==> config.mk <==
export PLATFORM = sky130hd
export DESIGN_NAME = cpc_top
export DESIGN_NICKNAME = d
export VERILOG_FILES = /design/src/cpc_pkg.sv /design/src/cpc_top.sv /design/src/cpc_sync.sv
export SDC_FILE = /design/constraint.sdc
export NUM_CORES = 1
export LEC_CHECK = 0
export ABC_AREA = 0
export BUFFER_PORTS_ARGS = -buffer_cell sky130_fd_sc_hd__buf_2
export CAP_MARGIN = 20
export CELL_PAD_IN_SITES_DETAIL_PLACEMENT = 0
export CELL_PAD_IN_SITES_GLOBAL_PLACEMENT = 2
export CORE_ASPECT_RATIO = 1.25
export CORE_MARGIN = 5
export CORE_UTILIZATION = 37
export DETAILED_ROUTE_END_ITERATION = 12
export PLACE_DENSITY = 0.93
export SLEW_MARGIN = 20
export SYNTH_ARGS = -nofsm -noshare
export SYNTH_HDL_FRONTEND = slang
export SYNTH_SLANG_ARGS = --single-unit
export TNS_END_PERCENT = 5
==> constraint.sdc <==
create_clock -name sys_clk_i -period 5 [get_ports sys_clk_i]
set_input_delay 0.25 -clock sys_clk_i [delete_from_list [all_inputs] [get_ports sys_clk_i]]
set_output_delay 0.25 -clock sys_clk_i [all_outputs]
set_load 0.005 [all_outputs]
==> src/cpc_pkg.sv <==
// Constants and types for the configuration PROM cascade control block
// Behaviour
// (RULE_01) Board wires each cascade enable output to the next PROM's chip enable.
// (RULE_02) Cascaded PROMs share one clock line and one common data bus.
// (RULE_03) After the last word is read, drive cascade enable low and tristate data.
// (RULE_04) A PROM seeing chip enable low enables its data outputs at once.
// (RULE_05) Address counter resets when output-enable/reset goes low or chip enable high.
// (RULE_06) Target configuration starts at power up, by program pulse, or by JTAG.
// (RULE_07) JTAG load-configuration drives the pulse pin low once, 300 to 500 ns.
// (RULE_08) Revision is sampled on the pulse pin's rising edge, from pins or bits.
// (RULE_09) On JTAG load-configuration, sample the revision first, then pulse.
// (RULE_10) With revisioning, the pulse pin goes to the target's program input.
// (RULE_11) Unused and unconnected, the pulse pin is tied high on the board.
// (RULE_12) Pulse pin is output-only on serial parts, bidirectional on parallel parts.
// (RULE_13) Target chip select and write strobe are held low externally.
// (RULE_14) Busy exists only on parallel parts, needed for fast byte-wide loading.
// (RULE_15) Parallel part may supply the target clock from its clock output.
// (RULE_16) Mixed chains only when clock output, decompression and revisions unused.
// (RULE_17) While in reset: counter held, cascade enable high, outputs tristated.
// (RULE_18) Counter advances per valid clock edge, stops at the end, then tristates.
// (RULE_19) While busy is high, address and data outputs hold unchanged.
// (RULE_20) Revision reset starts at its start address and stops at its end.
// (RULE_21) Pulse width is counted in internal clock cycles inside the window.
package cpc_pkg;
   // ----------------------------------------------------------------
   // Timing
   // ----------------------------------------------------------------
   localparam int CLK_PERIOD_NS  = 25;
   localparam int CF_LOW_MIN_NS  = 300;
   localparam int CF_LOW_MAX_NS  = 500;
   localparam int CF_LOW_MIN_CYC = (CF_LOW_MIN_NS + CLK_PERIOD_NS - 1) / CLK_PERIOD_NS;
   localparam int CF_LOW_MAX_CYC = CF_LOW_MAX_NS / CLK_PERIOD_NS;
   localparam logic [7:0] CF_LOW_CYC = 8'(CF_LOW_MIN_CYC);

   // ----------------------------------------------------------------
   // Pin sync vector layout
   // ----------------------------------------------------------------
   localparam int PIN_OE_RESET_N = 0;
   localparam int PIN_CHIP_EN_N  = 1;
   localparam int PIN_BUSY       = 2;
   localparam int PIN_TCLK       = 3;
   localparam int PIN_CF_N       = 4;
   localparam int PIN_EXT_SEL    = 5;
   localparam int PIN_W          = 6;
   localparam logic [PIN_W-1:0] PIN_RESET = 6'h13;

   // ----------------------------------------------------------------
   // Pulse generator states
   // ----------------------------------------------------------------
   typedef enum logic [1:0] {CPC_CF_IDLE, CPC_CF_SAMPLE, CPC_CF_LOW} cpc_cf_state_t;
endpackage

==> src/cpc_top.sv <==
// Cascade, address counter and configuration pulse control of a configuration PROM
`timescale 1ns/100ps
module cpc_top #(
   parameter int ADDR_W         = 16,
   parameter int REV_W          = 2,
   parameter int DATA_W         = 8,
   parameter int CLK_DIV        = 2,
   parameter bit PARALLEL_CAP   = 1'b1
) (
   // Clock and reset
   input  wire logic              sys_clk_i,
   input  wire logic              reset_n_i,
   // Control pins from target and upstream PROM
   input  wire logic              oe_reset_n_i,
   input  wire logic              chip_enable_n_i,
   input  wire logic              busy_i,
   input  wire logic              target_config_clock_i,
   // Configuration pulse pin, open drain
   input  wire logic              config_pulse_n_i,
   output logic                   config_pulse_n_o,
   output logic                   config_pulse_n_oe_o,
   // Revision selection
   input  wire logic              ext_select_en_i,
   input  wire logic [REV_W-1:0]  revision_select_pins_i,
   input  wire logic [REV_W-1:0]  internal_revision_select_pins_i,
   input  wire logic              revisioning_en_i,
   // JTAG load-configuration command, one-cycle pulse
   input  wire logic              jtag_config_i,
   // Clock output option
   input  wire logic              prom_clock_output_en_i,
   output logic                   prom_clock_output_o,
   output logic                   prom_clock_output_oe_o,
   // Storage array
   output logic [ADDR_W-1:0]      mem_addr_o,
   input  wire logic [DATA_W-1:0] mem_data_i,
   // Data bus and cascade
   output logic [DATA_W-1:0]      data_o,
   output logic                   data_oe_o,
   output logic                   cascade_enable_out_o,
   output logic [REV_W-1:0]       active_revision_o
);
   localparam logic [ADDR_W-1:0] TERMINAL_COUNT = '1;
   localparam int BANK_W = ADDR_W - REV_W;
   localparam logic [7:0] DIV_LAST = 8'(CLK_DIV - 1);

   // ----------------------------------------------------------------
   // Pin synchronisers
   // ----------------------------------------------------------------
   logic [cpc_pkg::PIN_W-1:0] pin_lvl;
   logic [REV_W-1:0]          rev_pin_lvl;

   cpc_sync #(.W(cpc_pkg::PIN_W), .INIT(cpc_pkg::PIN_RESET)) u_sync_ctl (
      .sys_clk_i (sys_clk_i),
      .reset_n_i (reset_n_i),
      .pin_i     ({ext_select_en_i, config_pulse_n_i, target_config_clock_i,
                   busy_i, chip_enable_n_i, oe_reset_n_i}),
      .level_o   (pin_lvl)
   );

   cpc_sync #(.W(REV_W), .INIT('0)) u_sync_rev (
      .sys_clk_i (sys_clk_i),
      .reset_n_i (reset_n_i),
      .pin_i     (revision_select_pins_i),
      .level_o   (rev_pin_lvl)
   );

   logic oe_rst_n;
   logic ce_n;
   logic busy;
   logic tclk;
   logic cf_pin_n;

   assign oe_rst_n = pin_lvl[cpc_pkg::PIN_OE_RESET_N];
   assign ce_n     = pin_lvl[cpc_pkg::PIN_CHIP_EN_N];
   assign busy     = PARALLEL_CAP && pin_lvl[cpc_pkg::PIN_BUSY]; // RULE_14
   assign tclk     = pin_lvl[cpc_pkg::PIN_TCLK];
   // Serial-only parts never look back at the pin
   assign cf_pin_n = PARALLEL_CAP ? pin_lvl[cpc_pkg::PIN_CF_N] : 1'b1; // RULE_12

   // ----------------------------------------------------------------
   // State
   // ----------------------------------------------------------------
   cpc_pkg::cpc_cf_state_t cf_state_reg, cf_state_next;
   logic [7:0]        cf_cnt_reg, cf_cnt_next;
   logic              cf_oe_reg, cf_oe_next;
   logic              cf_seen_reg, cf_seen_next;
   logic [REV_W-1:0]  rev_reg, rev_next;
   logic [ADDR_W-1:0] addr_reg, addr_next;
   logic              done_reg, done_next;
   logic              tclk_d_reg, tclk_d_next;
   logic [7:0]        div_reg, div_next;
   logic              prom_clock_output_reg, prom_clock_output_next;
   logic              prom_clock_output_oe_reg, prom_clock_output_oe_next;
   logic [DATA_W-1:0] data_reg, data_next;
   logic              data_oe_reg, data_oe_next;
   logic              ceo_reg, ceo_next;

   logic              in_reset;
   logic              cf_reset;
   logic              edge_ok;
   logic [REV_W-1:0]  rev_src;
   logic [ADDR_W-1:0] start_addr;
   logic [ADDR_W-1:0] end_addr;

   always_comb begin
      in_reset   = !oe_rst_n || ce_n; // RULE_05 RULE_17
      // Also the cycle the pin rises, so the address lands on the newly sampled bank
      cf_reset   = !cf_pin_n || cf_oe_reg || !cf_seen_reg;
      rev_src    = (PARALLEL_CAP && pin_lvl[cpc_pkg::PIN_EXT_SEL]) ? rev_pin_lvl
                                                                    : internal_revision_select_pins_i;
      // Count edge from own clock output when enabled, else target clock
      if (PARALLEL_CAP && prom_clock_output_en_i) begin
         edge_ok = (div_reg == DIV_LAST) && !prom_clock_output_reg; // RULE_15
      end else begin
         edge_ok = tclk && !tclk_d_reg;
      end

      // Configuration pulse generator
      cf_state_next = cf_state_reg;
      cf_cnt_next   = cf_cnt_reg;
      cf_oe_next    = cf_oe_reg;
      rev_next      = rev_reg;
      cf_seen_next  = cf_pin_n;
      if (cf_pin_n && !cf_seen_reg && !cf_oe_reg) begin
         rev_next = rev_src; // RULE_08
      end
      unique case (cf_state_reg)
         cpc_pkg::CPC_CF_IDLE: begin
            if (jtag_config_i) begin
               cf_state_next = cpc_pkg::CPC_CF_SAMPLE;
            end
         end
         cpc_pkg::CPC_CF_SAMPLE: begin
            rev_next      = rev_src; // RULE_09
            cf_oe_next    = 1'b1;    // RULE_07
            cf_cnt_next   = cpc_pkg::CF_LOW_CYC;
            cf_state_next = cpc_pkg::CPC_CF_LOW;
         end
         cpc_pkg::CPC_CF_LOW: begin
            cf_cnt_next = cf_cnt_reg - 8'h01; // RULE_21
            if (cf_cnt_reg == 8'h01) begin
               cf_oe_next    = 1'b0;
               cf_state_next = cpc_pkg::CPC_CF_IDLE;
            end
         end
      endcase
      // Start follows the revision being sampled now, end the one in force
      if (PARALLEL_CAP && revisioning_en_i) begin
         start_addr = {rev_next, {BANK_W{1'b0}}}; // RULE_20
         end_addr   = {rev_reg, {BANK_W{1'b1}}};
      end else begin
         start_addr = '0;
         end_addr   = TERMINAL_COUNT;
      end

      // Clock output divider
      tclk_d_next    = tclk;
      prom_clock_output_oe_next = PARALLEL_CAP && prom_clock_output_en_i && !in_reset && !done_reg;
      div_next       = '0;
      prom_clock_output_next    = 1'b0;
      if (prom_clock_output_oe_next) begin
         div_next    = (div_reg == DIV_LAST) ? 8'h00 : div_reg + 8'h01;
         prom_clock_output_next = (div_reg == DIV_LAST) ? !prom_clock_output_reg : prom_clock_output_reg;
      end

      // Address counter and outputs
      addr_next    = addr_reg;
      done_next    = done_reg;
      data_next    = data_reg;
      data_oe_next = data_oe_reg;
      ceo_next     = ceo_reg;
      if (in_reset) begin
         addr_next    = start_addr; // RULE_17
         done_next    = 1'b0;
         data_oe_next = 1'b0;
         ceo_next     = 1'b1;
      end else if (cf_reset) begin
         addr_next    = start_addr;
         done_next    = 1'b0;
         data_oe_next = 1'b1;
         data_next    = mem_data_i;
         ceo_next     = 1'b1;
      end else if (done_reg) begin
         data_oe_next = 1'b0; // RULE_03
         ceo_next     = (addr_reg != TERMINAL_COUNT);
      end else if (busy) begin
         data_oe_next = 1'b1; // RULE_19
      end else begin
         data_oe_next = 1'b1; // RULE_04
         data_next    = mem_data_i;
         if (edge_ok) begin
            if (addr_reg == end_addr) begin
               done_next = 1'b1; // RULE_18
            end else begin
               addr_next = addr_reg + 1'b1;
            end
         end
      end
   end

   always_ff @(posedge sys_clk_i) begin
      if (!reset_n_i) begin
         cf_state_reg  <= cpc_pkg::CPC_CF_IDLE;
         cf_cnt_reg    <= 8'h00;
         cf_oe_reg     <= 1'b0;
         cf_seen_reg   <= 1'b1;
         rev_reg       <= '0;
         addr_reg      <= '0;
         done_reg      <= 1'b0;
         tclk_d_reg    <= 1'b0;
         div_reg       <= 8'h00;
         prom_clock_output_reg    <= 1'b0;
         prom_clock_output_oe_reg <= 1'b0;
         data_reg      <= '0;
         data_oe_reg   <= 1'b0;
         ceo_reg       <= 1'b1;
      end else begin
         cf_state_reg  <= cf_state_next;
         cf_cnt_reg    <= cf_cnt_next;
         cf_oe_reg     <= cf_oe_next;
         cf_seen_reg   <= cf_seen_next;
         rev_reg       <= rev_next;
         addr_reg      <= addr_next;
         done_reg      <= done_next;
         tclk_d_reg    <= tclk_d_next;
         div_reg       <= div_next;
         prom_clock_output_reg    <= prom_clock_output_next;
         prom_clock_output_oe_reg <= prom_clock_output_oe_next;
         data_reg      <= data_next;
         data_oe_reg   <= data_oe_next;
         ceo_reg       <= ceo_next;
      end
   end

   assign config_pulse_n_o       = 1'b0;
   assign config_pulse_n_oe_o    = cf_oe_reg;
   assign prom_clock_output_o    = prom_clock_output_reg;
   assign prom_clock_output_oe_o = prom_clock_output_oe_reg;
   assign mem_addr_o             = addr_reg;
   assign data_o                 = data_reg;
   assign data_oe_o              = data_oe_reg;
   assign cascade_enable_out_o   = ceo_reg;
   assign active_revision_o      = rev_reg;

   // Length of the current run of pulse drive, for the width check
   logic [7:0] cf_hi_cnt_reg, cf_hi_cnt_next;

   always_comb begin
      cf_hi_cnt_next = cf_oe_reg ? cf_hi_cnt_reg + 8'h01 : 8'h00;
   end

   always_ff @(posedge sys_clk_i) begin
      if (!reset_n_i) begin
         cf_hi_cnt_reg <= 8'h00;
      end else begin
         cf_hi_cnt_reg <= cf_hi_cnt_next;
      end
   end
endmodule

==> src/cpc_sync.sv <==
// Three-stage pin synchroniser with agreement filter
`timescale 1ns/100ps
module cpc_sync #(
   parameter int W = 1,
   parameter logic [W-1:0] INIT = '0
) (
   // Clock and reset
   input  wire logic         sys_clk_i,
   input  wire logic         reset_n_i,
   // Pins
   input  wire logic [W-1:0] pin_i,
   output logic      [W-1:0] level_o
);
   logic [W-1:0] s1_reg;
   logic [W-1:0] s2_reg;
   logic [W-1:0] s3_reg;
   logic [W-1:0] level_reg;
   logic [W-1:0] level_next;

   // A bit changes only once the second and third stages agree
   always_comb begin
      for (int i = 0; i < W; i++) begin
         level_next[i] = (s2_reg[i] == s3_reg[i]) ? s3_reg[i] : level_reg[i];
      end
   end

   always_ff @(posedge sys_clk_i) begin
      if (!reset_n_i) begin
         s1_reg    <= INIT;
         s2_reg    <= INIT;
         s3_reg    <= INIT;
         level_reg <= INIT;
      end else begin
         s1_reg    <= pin_i;
         s2_reg    <= s1_reg;
         s3_reg    <= s2_reg;
         level_reg <= level_next;
      end
   end

   assign level_o = level_reg;
endmodule

# Word level (Yosys, flattened, before mapping)
# Index checks and enable logic that the tools add are counted.
[word_totals] ff_bits=84 input_bits=23 out_inout_bits=32 wordCells=110
[op_classes] n_addsub=3 eq_ne=21 muxes=27 bitwise=3 reduce_logical=28
[op_table] op="16-bit two-way mux" count=8
[op_table] op="8-bit two-way mux" count=3
[op_table] op="16-bit by 1-bit adder with 16-bit output, second input constant" count=1
[op_table] op="16-bit == test" count=1
[op_table] op="8-bit by 1-bit == test with 1-bit output, second input constant" count=2
[op_table] op="16-bit inequality test, second input constant" count=1
[op_table] op="8-bit case mux with 2 select lines" count=1
[op_table] op="2-bit two-way mux" count=5
[op_table] op="8-bit by 1-bit adder with 8-bit output, second input constant" count=1
[op_table] op="1-bit == test" count=8
[op_table] op="1-bit zero test" count=8
[op_table] op="1-bit two-way mux" count=8
[op_table] op="8-bit by 1-bit subtractor with 8-bit output, second input constant" count=1
[op_table] op="1-bit logical AND" count=6
[op_table] op="2-bit inequality test, second input constant" count=3
[op_table] op="3-bit inequality test, second input constant" count=2
[op_table] op="2-bit case mux with 3 select lines" count=1
[op_table] op="2-bit AND reduction" count=3
[op_table] op="3-bit OR reduction" count=2
[op_table] op="4-bit AND reduction" count=1
[op_table] op="1-bit logical OR" count=3
[op_table] op="3-bit by 1-bit inequality test with 1-bit output, second input constant" count=1
[op_table] op="1-bit NOT" count=3
[op_table] op="3-bit AND reduction" count=1
[op_table] op="8 further kinds" count=8

# Longest topological paths before layout
# Gate-level depths: netlist (run 1).
[logic_depth] word_depth=8 mapped_depth=9 depth_no_buf=7

# Modules after synthesis
# Synthesis (run 1) repeated with hierarchy kept, for this count alone.
[unflattened] cells_unflattened=351 hier_area_um2=3404.5
[by_module_without_submodules] module="cpc_top" instances=1 cells_per_inst=269 area_per_inst_um2=2456.1 seq_area_each_um2=1041.0
[by_module_without_submodules] module="cpc_sync (u_sync_ctl)" instances=1 cells_per_inst=62 area_per_inst_um2=710.7 seq_area_each_um2=480.5
[by_module_without_submodules] module="cpc_sync (u_sync_rev)" instances=1 cells_per_inst=20 area_per_inst_um2=237.7 seq_area_each_um2=160.2

# Least setup slack after synthesis (run 1)
# OpenSTA, ideal clock, no wires.
[synth_path] path_kind="flip-flop to flip-flop" start="register div_reg[1]" end="register addr_reg[12], in the netlist mem_addr_o[12]" t_arrival_ps=1849 required_ps=4930 slack_ps=3081 stages_incl_launch_ff=10 n_path_buf=2 cell_sequence="dfxtp_1 inv_1 ha_1 nor4b_2 a41oi_1 nand2b_4 buf_2 buf_1 o31ai_1 a21oi_1"
[synth_between] elab_chain_len=5
[synth_lines] item="start: declaration" line_no="cpc_top.sv:91" text="logic [7:0] div_reg, div_next;"
[synth_lines] item="start signal: assignment" line_no="cpc_top.sv:226" text="div_reg <= div_next;"
[synth_lines] item="8-bit by 1-bit == test with 1-bit output" line_no="cpc_top.sv:113" text="edge_ok = (div_reg == DIV_LAST) && !prom_clock_output_reg;"
[synth_lines] item="1-bit logical AND" line_no="cpc_top.sv:113"
[synth_lines] item="1-bit two-way mux" line_no="cpc_top.sv:112" text="if (PARALLEL_CAP && prom_clock_output_en_i) begin"
[synth_lines] item="3-bit nonzero test (no source line)"
[synth_lines] item="4-bit AND reduction (no source line)"
[synth_lines] item="end signal: assignment" line_no="cpc_top.sv:223" text="addr_reg <= addr_next;"
[synth_lines] item="end: declaration" line_no="cpc_top.sv:88" text="logic [ADDR_W-1:0] addr_reg, addr_next;"
# Every way passes these cells.
# A chain may end at the register's enable or synchronous reset.

# Worst setup path after layout (run 1)
[layout_path] start="register addr_reg[0], in the netlist mem_addr_o[0]" end="register addr_reg[14], in the netlist mem_addr_o[14]"
[layout_between] elab_chain_len=7 elab_cells_between_ends=10 cone_classes="add/sub (1); eq/ne (2); mux (6); reduce/logical (1)"
[layout_lines] item="16-bit by 1-bit adder with 16-bit output" line_no="cpc_top.sv:195" text="addr_next = addr_reg + 1'b1;"
[layout_lines] item="16-bit two-way mux" line_no="cpc_top.sv:192" text="if (addr_reg == end_addr) begin"
[layout_lines] item="16-bit two-way mux" line_no="cpc_top.sv:191" text="if (edge_ok) begin"
[layout_lines] item="16-bit two-way mux" line_no="cpc_top.sv:186" text="end else if (busy) begin"
[layout_lines] item="16-bit two-way mux" line_no="cpc_top.sv:183" text="end else if (done_reg) begin"
[layout_lines] item="16-bit two-way mux" line_no="cpc_top.sv:177" text="end else if (cf_reset) begin"
[layout_lines] item="16-bit two-way mux" line_no="cpc_top.sv:172" text="if (in_reset) begin"
# Several ways; a longest one is shown, not always the timed one. The select of a mux whose other input is x is not followed.

==> run metrics, run 1 <==
status finished clean; clock sink total 84; clock latency on the worst-skew pair 0.33 ns; endpoints failing setup 0; share of cells above drive strength 1 17.7%; post-cts sizing count 0; Synth warnings 0; Reg2Reg Depth 6; vias after detailed routing 2,698; FF+latch count, synth 84; worst hold path depth 2; Worst Path Required 5.23 ns; Synth Cell Area 3400 um^2; EDFF count, synth 0; leading cell type by number of instances after synthesis dfxtp_1; top_reg_cell synth dfxtp_1; num ports 55; Post-Synthesis Cells 363; ant diodes 0; post-synthesis simple-gate area fraction 23.8%; Pleak 1.62 nW; Max Clock Skew 0.00849 ns; Post-CTS Setup Inserts 0; Routed WL 6880 um; sequential area share after synthesis 49.4%; Initial DRC Count 78; Die W 95.8 um; Routed Antenna Nets 0; syn_nets 394; crit path kind flop to flop; CP arrival 2.42 ns; global-route wire length before repair 11,400 um; # port buffers 53; drt via density 4.99; Synth Area in Adders 2.94%; RSZ-0062 raised after global routing false; PD cells 405 nW/um^2; period utilization 43.9%; Psw 0.442 mW; mux contribution to synthesized area 4.19%; RePlAce Congestion 0.792; sw frac 27.1%; H-tree level count 3; startpoint types flop; Max IR drop VDD 236 uV; routed len/inst 12.7 um; Initial Utilization 37.5%; cts-stage hold buffer count 0; sequential power share 47.0%; Clock power frac 37.4%; max reg flops 16; Area contributors post-synth dfxtp_1, a21oi_1, and2_1; Num CTS Buffers 9; die height 117 um; Mean Syn Cell Area 9.37 um^2; P&R area growth vs syn 18.3%; synth cell count leaders dfxtp_1, nor2_1, a21oi_1; shortest period the worst path allows 2.20 ns; fin. max-slew vios 0; Slew HR 56.1%; Setup crit end kind flop; final hold vios 0; final core occ 44.3%; Hold Path Class input pin to flop; DRT Pass-1 Iters 4; Total Routing Usage GR 12.8%; clock buffer depth 2; DPL Wire Length 4880 um; vias in the first global route 2,506; clock-pin transition on the worst setup and hold timing paths 0.06 ns; Synth cell types 48; largest net degree at the start of global routing 36; DR DRC count 0; FFs w/ async S/R, synth 0%; TritonCTS clock tree yes; Fin Setup TNS 0 ns; Max Cap Viol 0; Die ar. 11,200 um^2; grt total ovfl 0; initial antenna violation count 0; Final nets 444; Root Buffer Master clkbuf_16; pre-CTS WS 2.82 ns; Crit Path Max Fanout 32; Yosys top cell area share 49.4%; Core ar. 9080 um^2; PnR worst setup slack 2.80 ns; largest family of logic cells by synthesized area simple AND/OR/NAND/NOR gates; Comb power frac 15.6%; post-synthesis xor/xnor area fraction 3.09%; internal power 1.19 mW; worst-margin pin slew 0.658 ns; area leader, netlist dfxtp_1; Synth Area in Compound Gates 12.7%; row count 39; FMAX 455 MHz
-- placed cells by master (no fill, tap or decap), types with 2 or more instances in the layout --
| cell | netlist | routed |
|---|---|---|
| dfxtp_1 | 84 | 84 |
| buf_2 | 3 | 53 |
| nor2_1 | 35 | 35 |
| a21oi_1 | 27 | 27 |
| and2_1 | 21 | 21 |
| nand2_1 | 19 | 19 |
| nand3_1 | 15 | 15 |
| inv_1 | 14 | 14 |
| o31ai_1 | 14 | 14 |
| or4_1 | 13 | 13 |
| mux2i_1 | 12 | 12 |
| o21ai_0 | 11 | 11 |
| nand2b_1 | 11 | 11 |
| clkbuf_16 | 0 | 9 |
| ha_1 | 8 | 8 |
| nor3_1 | 6 | 6 |
| xnor2_1 | 6 | 6 |
| xor2_1 | 6 | 6 |
| and3_1 | 5 | 5 |
| nor4_1 | 4 | 4 |
| o22ai_1 | 3 | 3 |
| o21ai_1 | 3 | 3 |
| nor3b_1 | 3 | 3 |
| nor4b_2 | 2 | 2 |
| mux2_2 | 2 | 2 |
| a2bb2oi_1 | 2 | 2 |
| and4_1 | 2 | 2 |
| nand4_1 | 2 | 2 |
| o31a_1 | 2 | 2 |
| or3_1 | 2 | 2 |
| clkbuf_1 | 7 | 2 |
| clkinvlp_4 | 0 | 2 |
-- through the flow --
stage	std cells	area [um^2]	hold WS (ns)	total power, mW
floorplan	363	3400	0.323	0.968
finish	541	4030	0.0990	1.63
global placement	525	3750	0.391	1.03
CTS	541	4030	0.0890	1.65
detailed placement	525	3750	0.393	1.04
global route	541	4030	0.106	1.72
-- metal layers --
| metal | share of wire (%) | global-route usage [%] |
|---|---|---|
| met1 | 45 | 16.3 |
| met2 | 48 | 20.4 |
| met3 | 4.6 | 3.07 |
| met4 | 2.0 | 6.36 |
| met5 | 0 | 0 |
-- power by group through the flow --
stage	sequential (mW)	clock (mW)	combinational, mW
3_3_place_gp	0.779	0	0.251
3_5_place_dp	0.782	0	0.254
5_1_grt	0.777	0.655	0.287
4_1_cts	0.767	0.627	0.257
2_1_floorplan	0.771	0	0.197
6_report	0.767	0.609	0.255
-- cells by family (layout without fill, tap and decap cells) --
kind of cell / Yosys count / after routing
other cells: 1 / 1
simple gates: 146 / 146
flops: 84 / 84
buf+inv: 28 / 83
mux: 14 / 14
compound gates: 70 / 70
xor+xnor: 12 / 12
fa+ha+maj: 8 / 8
-- final timing paths --
path                                        endpoint                 start  slack [ns]
worst max-delay path                  mem_addr_o[14]         mem_addr_o[0]        2.80
worst min-delay path            u_sync_ctl.s1_reg[1]       chip_enable_n_i         0.1
worst max register to register        mem_addr_o[14]         mem_addr_o[0]        2.80
worst min register to register  u_sync_ctl.s2_reg[1]  u_sync_ctl.s1_reg[1]        0.41
-- cell type report --
cell class,count,area [um^2]
Clock inverter,4,32.5
Timing Repair Buffer,53,265
Fill cell,937,5050
Multi-Input combinational cell,251,1590
Inverter,14,52.6
Tap cell,123,154
Sequential cell,84,1680
Clock buffer,12,246
-- critical path, stage by stage, from the launching register on --
cell and delay (ns):
dfxtp_1 0.40, ha_1 0.19, and2_1 0.19, nand4_1 0.20, o21ba_2 0.68, o31ai_1 0.16
a311oi_1 0.27
No activity file was read; power rests on OpenSTA's default activity.
==> run 2: changes to the inputs <==
CORE_UTILIZATION = 31   (was 37)
PLACE_DENSITY = 0.84   (was 0.93)
clock period = 1.9 ns   (was 5 ns; I/O delays follow)
==> run 2 against run 1 <==
Effect of this change: the flow now finishes with violations (negative setup slack); non-clock buffer count up 50; first-iteration DRC count is 49% higher; critical endpoint is now mem_addr_o[13]; critical path type unchanged; worst setup slack got worse by 2.8 ns.
==> run metrics, run 2 (synthesized netlist as in run 1, its figures left out) <==
min-delay src mem_data_i[3]; Max Clock Skew 0.00710 ns (-0.00139 ns); period utilization 102% (+58 points); Routed Antenna Nets 0 (unchanged); worst-margin pin slew 0.698 ns (+0.0404 ns); CP arrival 2.19 ns (-0.23 ns); fin. max-slew vios 0 (unchanged); commonest non-fill, non-tap cells in the layout dfxtp_1, buf_2, nor2_1; crit path kind flop to flop; Setup crit end kind flop; DPL Wire Length 5460 um (+12%); Slew HR 53.4% (-2.8 points); drt via density 4.89 (-2.0%); RSZ-0062 raised after global routing true; clock latency on the worst-skew pair 0.34 ns (about the same); global-route wire length before repair 13,800 um (+21%); largest net degree at the start of global routing 31 (-14%); initial antenna violation count 0 (unchanged); # port buffers 53 (unchanged); DRT Pass-1 Iters 4 (unchanged); RePlAce Congestion 0.743 (-6.2%); Num CTS Buffers 9 (unchanged); clock-pin transition on the worst setup and hold timing paths 0.06 ns (about the same); shortest period the worst path allows 1.93 ns (-0.264 ns); WHS 0.00750 ns (-0.0915 ns); most common cell after layout, fill and taps aside dfxtp_1; Die W 104 um (+8.3%); Final nets 497 (+12%); row count 42 (+7.7%); status finished, violations left; PD cells 976 nW/um^2 (+140%); Initial DRC Count 116 (+49%); Crit Path Max Fanout 4 (-88%); worst r2r src div_reg[1]; H-tree level count 3 (unchanged); P&R area growth vs syn 38.0%; clock sink total 84 (unchanged); pre-CTS WS -0.121 ns (-2.95 ns); max reg flops 16 (unchanged); crit path cell chain inv_2 -> ha_4 -> nor4b_4 -> a41oi_2 -> nand2b_4 -> buf_6 -> or4_1 -> a21oi_2; final hold vios 0 (unchanged); Pleak 1.94 nW (+20%); Die ar. 13,200 um^2 (+17%); die height 127 um (+8.5%); Core ar. 10,700 um^2 (+18%); share of cells above drive strength 1 30.1% (+12 points); Routed WL 8250 um (+20%); Hold Path Class input pin to flop; Max IR drop VDD 713 uV (+200%); Worst Path Required 2.16 ns (-3.07 ns); vias in the first global route 2,929 (+17%); num ports 55 (unchanged); Total Routing Usage GR 12.6% (-0.18 points); Root Buffer Master clkbuf_16; Initial Utilization 31.9% (-5.6 points); startpoint types flop; TritonCTS clock tree yes; PnR worst setup slack -0.0321 ns (-2.84 ns); failing checks negative setup slack; Max stage delay cell, worst path or4_1; grt total ovfl 0 (unchanged); vias after detailed routing 2,947 (+9.2%); ant diodes 0 (unchanged); DR DRC count 0 (unchanged); worst setup path start div_reg[1]; endpoints failing setup 6 (+6); final core occ 44.0% (-0.34 points); clock buffer depth 2 (unchanged); routed len/inst 13.7 um (+7.6%); Fin Setup TNS -0.0907 ns (-0.0907 ns); Worst path max stage delay 0.48 ns (-0.20 ns); Max Cap Viol 0 (unchanged); FMAX 518 MHz (+14%)
-- run 2: cell types whose count changed in the layout (fill, tap and decap cells not counted), sizes merged --
cell	delta
buf	+36
nand2b	+3
dlygate4sd3	+14
bufinv	+1
clkbuf	-2
clkinv	+1
inv	+1
clkinvlp	-1
-- run 2: through the flow --
step	cells	cell area [um^2]	power [mW]
6_report	603	4690	4.58
5_1_grt	603	4690	4.84
4_1_cts	601	4540	4.59
3_5_place_dp	566	4010	2.78
3_3_place_gp	566	4010	2.76
2_1_floorplan	363	3400	2.55
-- run 2: area by class of cell --
class / count / area, um^2
Timing Repair Buffer: 103 / 707
Sequential cell: 84 / 1680
Multi-Input combinational cell: 254 / 1780
Tap cell: 132 / 165
Fill cell: 1070 / 5970
Clock inverter: 6 / 72.6
Clock buffer: 10 / 229
Inverter: 14 / 52.6
-- run 2: metal layers --
layer	routed length (um)	GRT usage, %	part of all wire [%]
met5	0	0	0
met2	4210	21.5	51
met1	3540	15.0	43
met3	323	2.83	3.9
met4	183	6.17	2.2
-- run 2: worst paths after layout --
kind	slack, ns	depth (start not counted)	endpoint
setup / recovery	-0.03	8	mem_addr_o[13]
setup reg to reg	-0.03	8	mem_addr_o[13]
hold reg to reg	0.41	1	u_sync_ctl.s2_reg[4]
hold / removal	0.008	3	data_o[3]
-- run 2: worst max-delay path, delay by kind of cell (launching register included) --
kind / cells / cell delay [ns]
AO/OA/AOI/OAI: 2 / 0.31
flip-flops: 1 / 0.32
AND/OR/NAND/NOR: 3 / 0.90
adder cells (fa/ha/maj): 1 / 0.11
buffers and inverters: 2 / 0.21
-- run 2: what timing repair did --
action,CTS,global route
gates cloned,2,1
setup endpoints to repair,13,17
gates resized for setup,11,30
pin swaps,13,9
hold buffers,14,0
hold endpoints to repair,14,0
setup buffers,3,1
-- run 2: where the power goes --
group | internal [mW] | switching [mW] | leakage [nW]
clock network | 1.03 | 0.737 | 0.144
logic | 0.387 | 0.419 | 1.12
registers | 1.90 | 0.111 | 0.684
total | 3.31 | 1.27 | 1.94
==> run 3: changes to the inputs <==
CELL_PAD_IN_SITES_DETAIL_PLACEMENT = not set   (was 0)
CELL_PAD_IN_SITES_GLOBAL_PLACEMENT = not set   (was 2)
CORE_UTILIZATION = 45   (was 31)
PLACE_DENSITY = 0.77   (was 0.84)
==> run 3 against run 2 <==
Effect of this change: the run still ends with negative setup slack left; power decreased by 13%; hold slack gained 0.050 ns; first-iteration DRC count up 13%; sequential power is essentially flat; global-route usage is 4.2 points higher; sequential share of layout area grew 2.3 points; clock skew is 0.0045 ns higher; combinational power down 5.3%; wire length fell by 6.4%; critical path type unchanged; critical endpoint is now mem_addr_o[14].
==> run metrics, run 3 (synthesized netlist as in run 1, its figures left out) <==
final hold vios 0 (unchanged); clock buffer depth 2 (unchanged); Finished Layout Cells 558 (-7.5%); vias after detailed routing 2,922 (-0.85%); metal3 WL 413 um (+28%); global-route wire length before repair 12,500 um (-9.2%); WL met2 4020 um (-4.5%); worst-margin pin slew 0.716 ns (+0.0182 ns); Routed WL 7720 um (-6.4%); clock-pin transition on the worst setup and hold timing paths 0.08 ns (+0.02 ns); Crit Path Max Fanout 6 (+2); H-tree level count 3 (unchanged); failing checks negative setup slack; final core occ 59.9% (+16 points); largest net degree at the start of global routing 35 (+13%); max reg flops 16 (unchanged); Worst Path Required 2.12 ns (-0.04 ns); DR DRC count 0 (unchanged); Num CTS Buffers 9 (unchanged); fin. max-slew vios 0 (unchanged); vias in the first global route 2,739 (-6.5%); Total Routing Usage GR 16.8% (+4.2 points); Max Clock Skew 0.0116 ns (+0.00453 ns); num ports 55 (unchanged); uppermost layer routed met4; DRT Pass-1 Iters 4 (unchanged); routed len/inst 13.8 um (+1.2%); clock sink total 84 (unchanged); endpoints failing setup 12 (+6); Max IR drop VDD 669 uV (-6.2%); Die ar. 9410 um^2 (-29%); WHS 0.0577 ns (+0.0502 ns); commonest non-fill, non-tap cells in the layout dfxtp_1, buf_2, nor2_1; DPL Wire Length 5120 um (-6.1%); PD cells 899 nW/um^2 (-7.8%); Routed Antenna Nets 0 (unchanged); # placed instances 519 (-8.3%); RePlAce Congestion 0.840 (+13%); Hold Path Class input pin to flop; row count 35 (-17%); Fin Setup TNS -0.560 ns (-0.469 ns); P&R area growth vs syn 29.5%; Initial DRC Count 131 (+13%); startpoint types flop; total power 3.96 mW (-13%); Root Buffer Master clkbuf_8; status finished, violations left; period utilization 105% (+3.6 points); FMAX 500 MHz (-3.4%); WL met1 3160 um (-11%); Pleak 1.83 nW (-5.7%); share of cells above drive strength 1 26.2% (-3.9 points); Setup crit end kind flop; Max Cap Viol 0 (unchanged); CP arrival 2.22 ns (+0.03 ns); Final nets 491 (-1.2%); crit path kind flop to flop; Slew HR 52.1% (-1.3 points); dpl cell area 3910 um^2 (-2.6%); Core ar. 7360 um^2 (-31%); RSZ-0062 raised after global routing true; most common cell after layout, fill and taps aside dfxtp_1; clock latency on the worst-skew pair 0.36 ns (+0.02 ns); drt via density 5.24 (+7.1%); # port buffers 53 (unchanged); die height 107 um (-16%); grt total ovfl 0 (unchanged); shortest period the worst path allows 2.00 ns (+0.0687 ns); TritonCTS clock tree yes; Final Cell Area 4410 um^2 (-6.1%); initial antenna violation count 0 (unchanged); PnR worst setup slack -0.101 ns (-0.0687 ns); Die W 87.8 um (-15%); pre-CTS WS -0.122 ns (-0.000816 ns); Initial Utilization 46.2% (+14 points)
run 3: changes by cell type in the layout (fill, tap and decap cells not counted), moves of 2 or more:
cell           previous run  this run
a21oi_1                  21        26
buf_6                     5         1
or4_4                     8         4
buf_4                    30        27
clkbuf_8                  0        10
a21oi_2                   6         1
o31ai_4                   2         0
or4_1                     5         9
o31ai_1                  10        13
dlygate4sd3_1            14        16
clkbuf_16                 9         0
run 3: layout make-up:
type	instances	area, um^2
well taps	92	115
multi-input cells	253	1710
clock buffers	10	138
inverters	14	52.6
repair buffers	98	659
fillers	640	2950
diodes	1	2.50
clock inverters	6	46.3
flip-flops and latches	84	1680
run 3: per-layer routing:
layer	track usage, %	vias up
met2	29.8	71
met3	3.54	14
met4	6.58	0
li1	-	1468
met5	0	-
met1	19.2	1369
run 3: worst max-delay path, cell delays in order (launching register included):
cell      delay (ns)
dfxtp_2         0.33
inv_2           0.06
ha_4            0.11
nor4b_4         0.23
a41oi_2         0.19
buf_4           0.18
nand2b_4        0.17
buf_4           0.18
o31ai_1         0.28
a311oi_2        0.15
run 3: worst paths after layout:
path,slack [ns],end,depth (start not counted),start
max,-0.10,mem_addr_o[14],9,div_reg[1]
min,0.06,data_oe_o,3,reset_n_i
max reg2reg,-0.10,mem_addr_o[14],9,div_reg[1]
min reg2reg,0.41,u_sync_ctl.s2_reg[4],1,u_sync_ctl.s1_reg[4]
run 3: report_power, final:
| part | internal, mW | total [mW] | switching [mW] |
|---|---|---|---|
| Combinational | 0.365 | 0.763 | 0.398 |
| Clock | 0.519 | 1.18 | 0.657 |
| Sequential | 1.89 | 2.02 | 0.131 |
run 3: repair_timing:
action | 4_1_cts | 5_1_grt
hold endpoints to repair | 16 | 0
hold buffers | 16 | 0
buffers inserted | 0 | 4
resized for setup | 4 | 18
cloned | 2 | 0
setup endpoints to repair | 11 | 17
pin swaps | 1 | 12
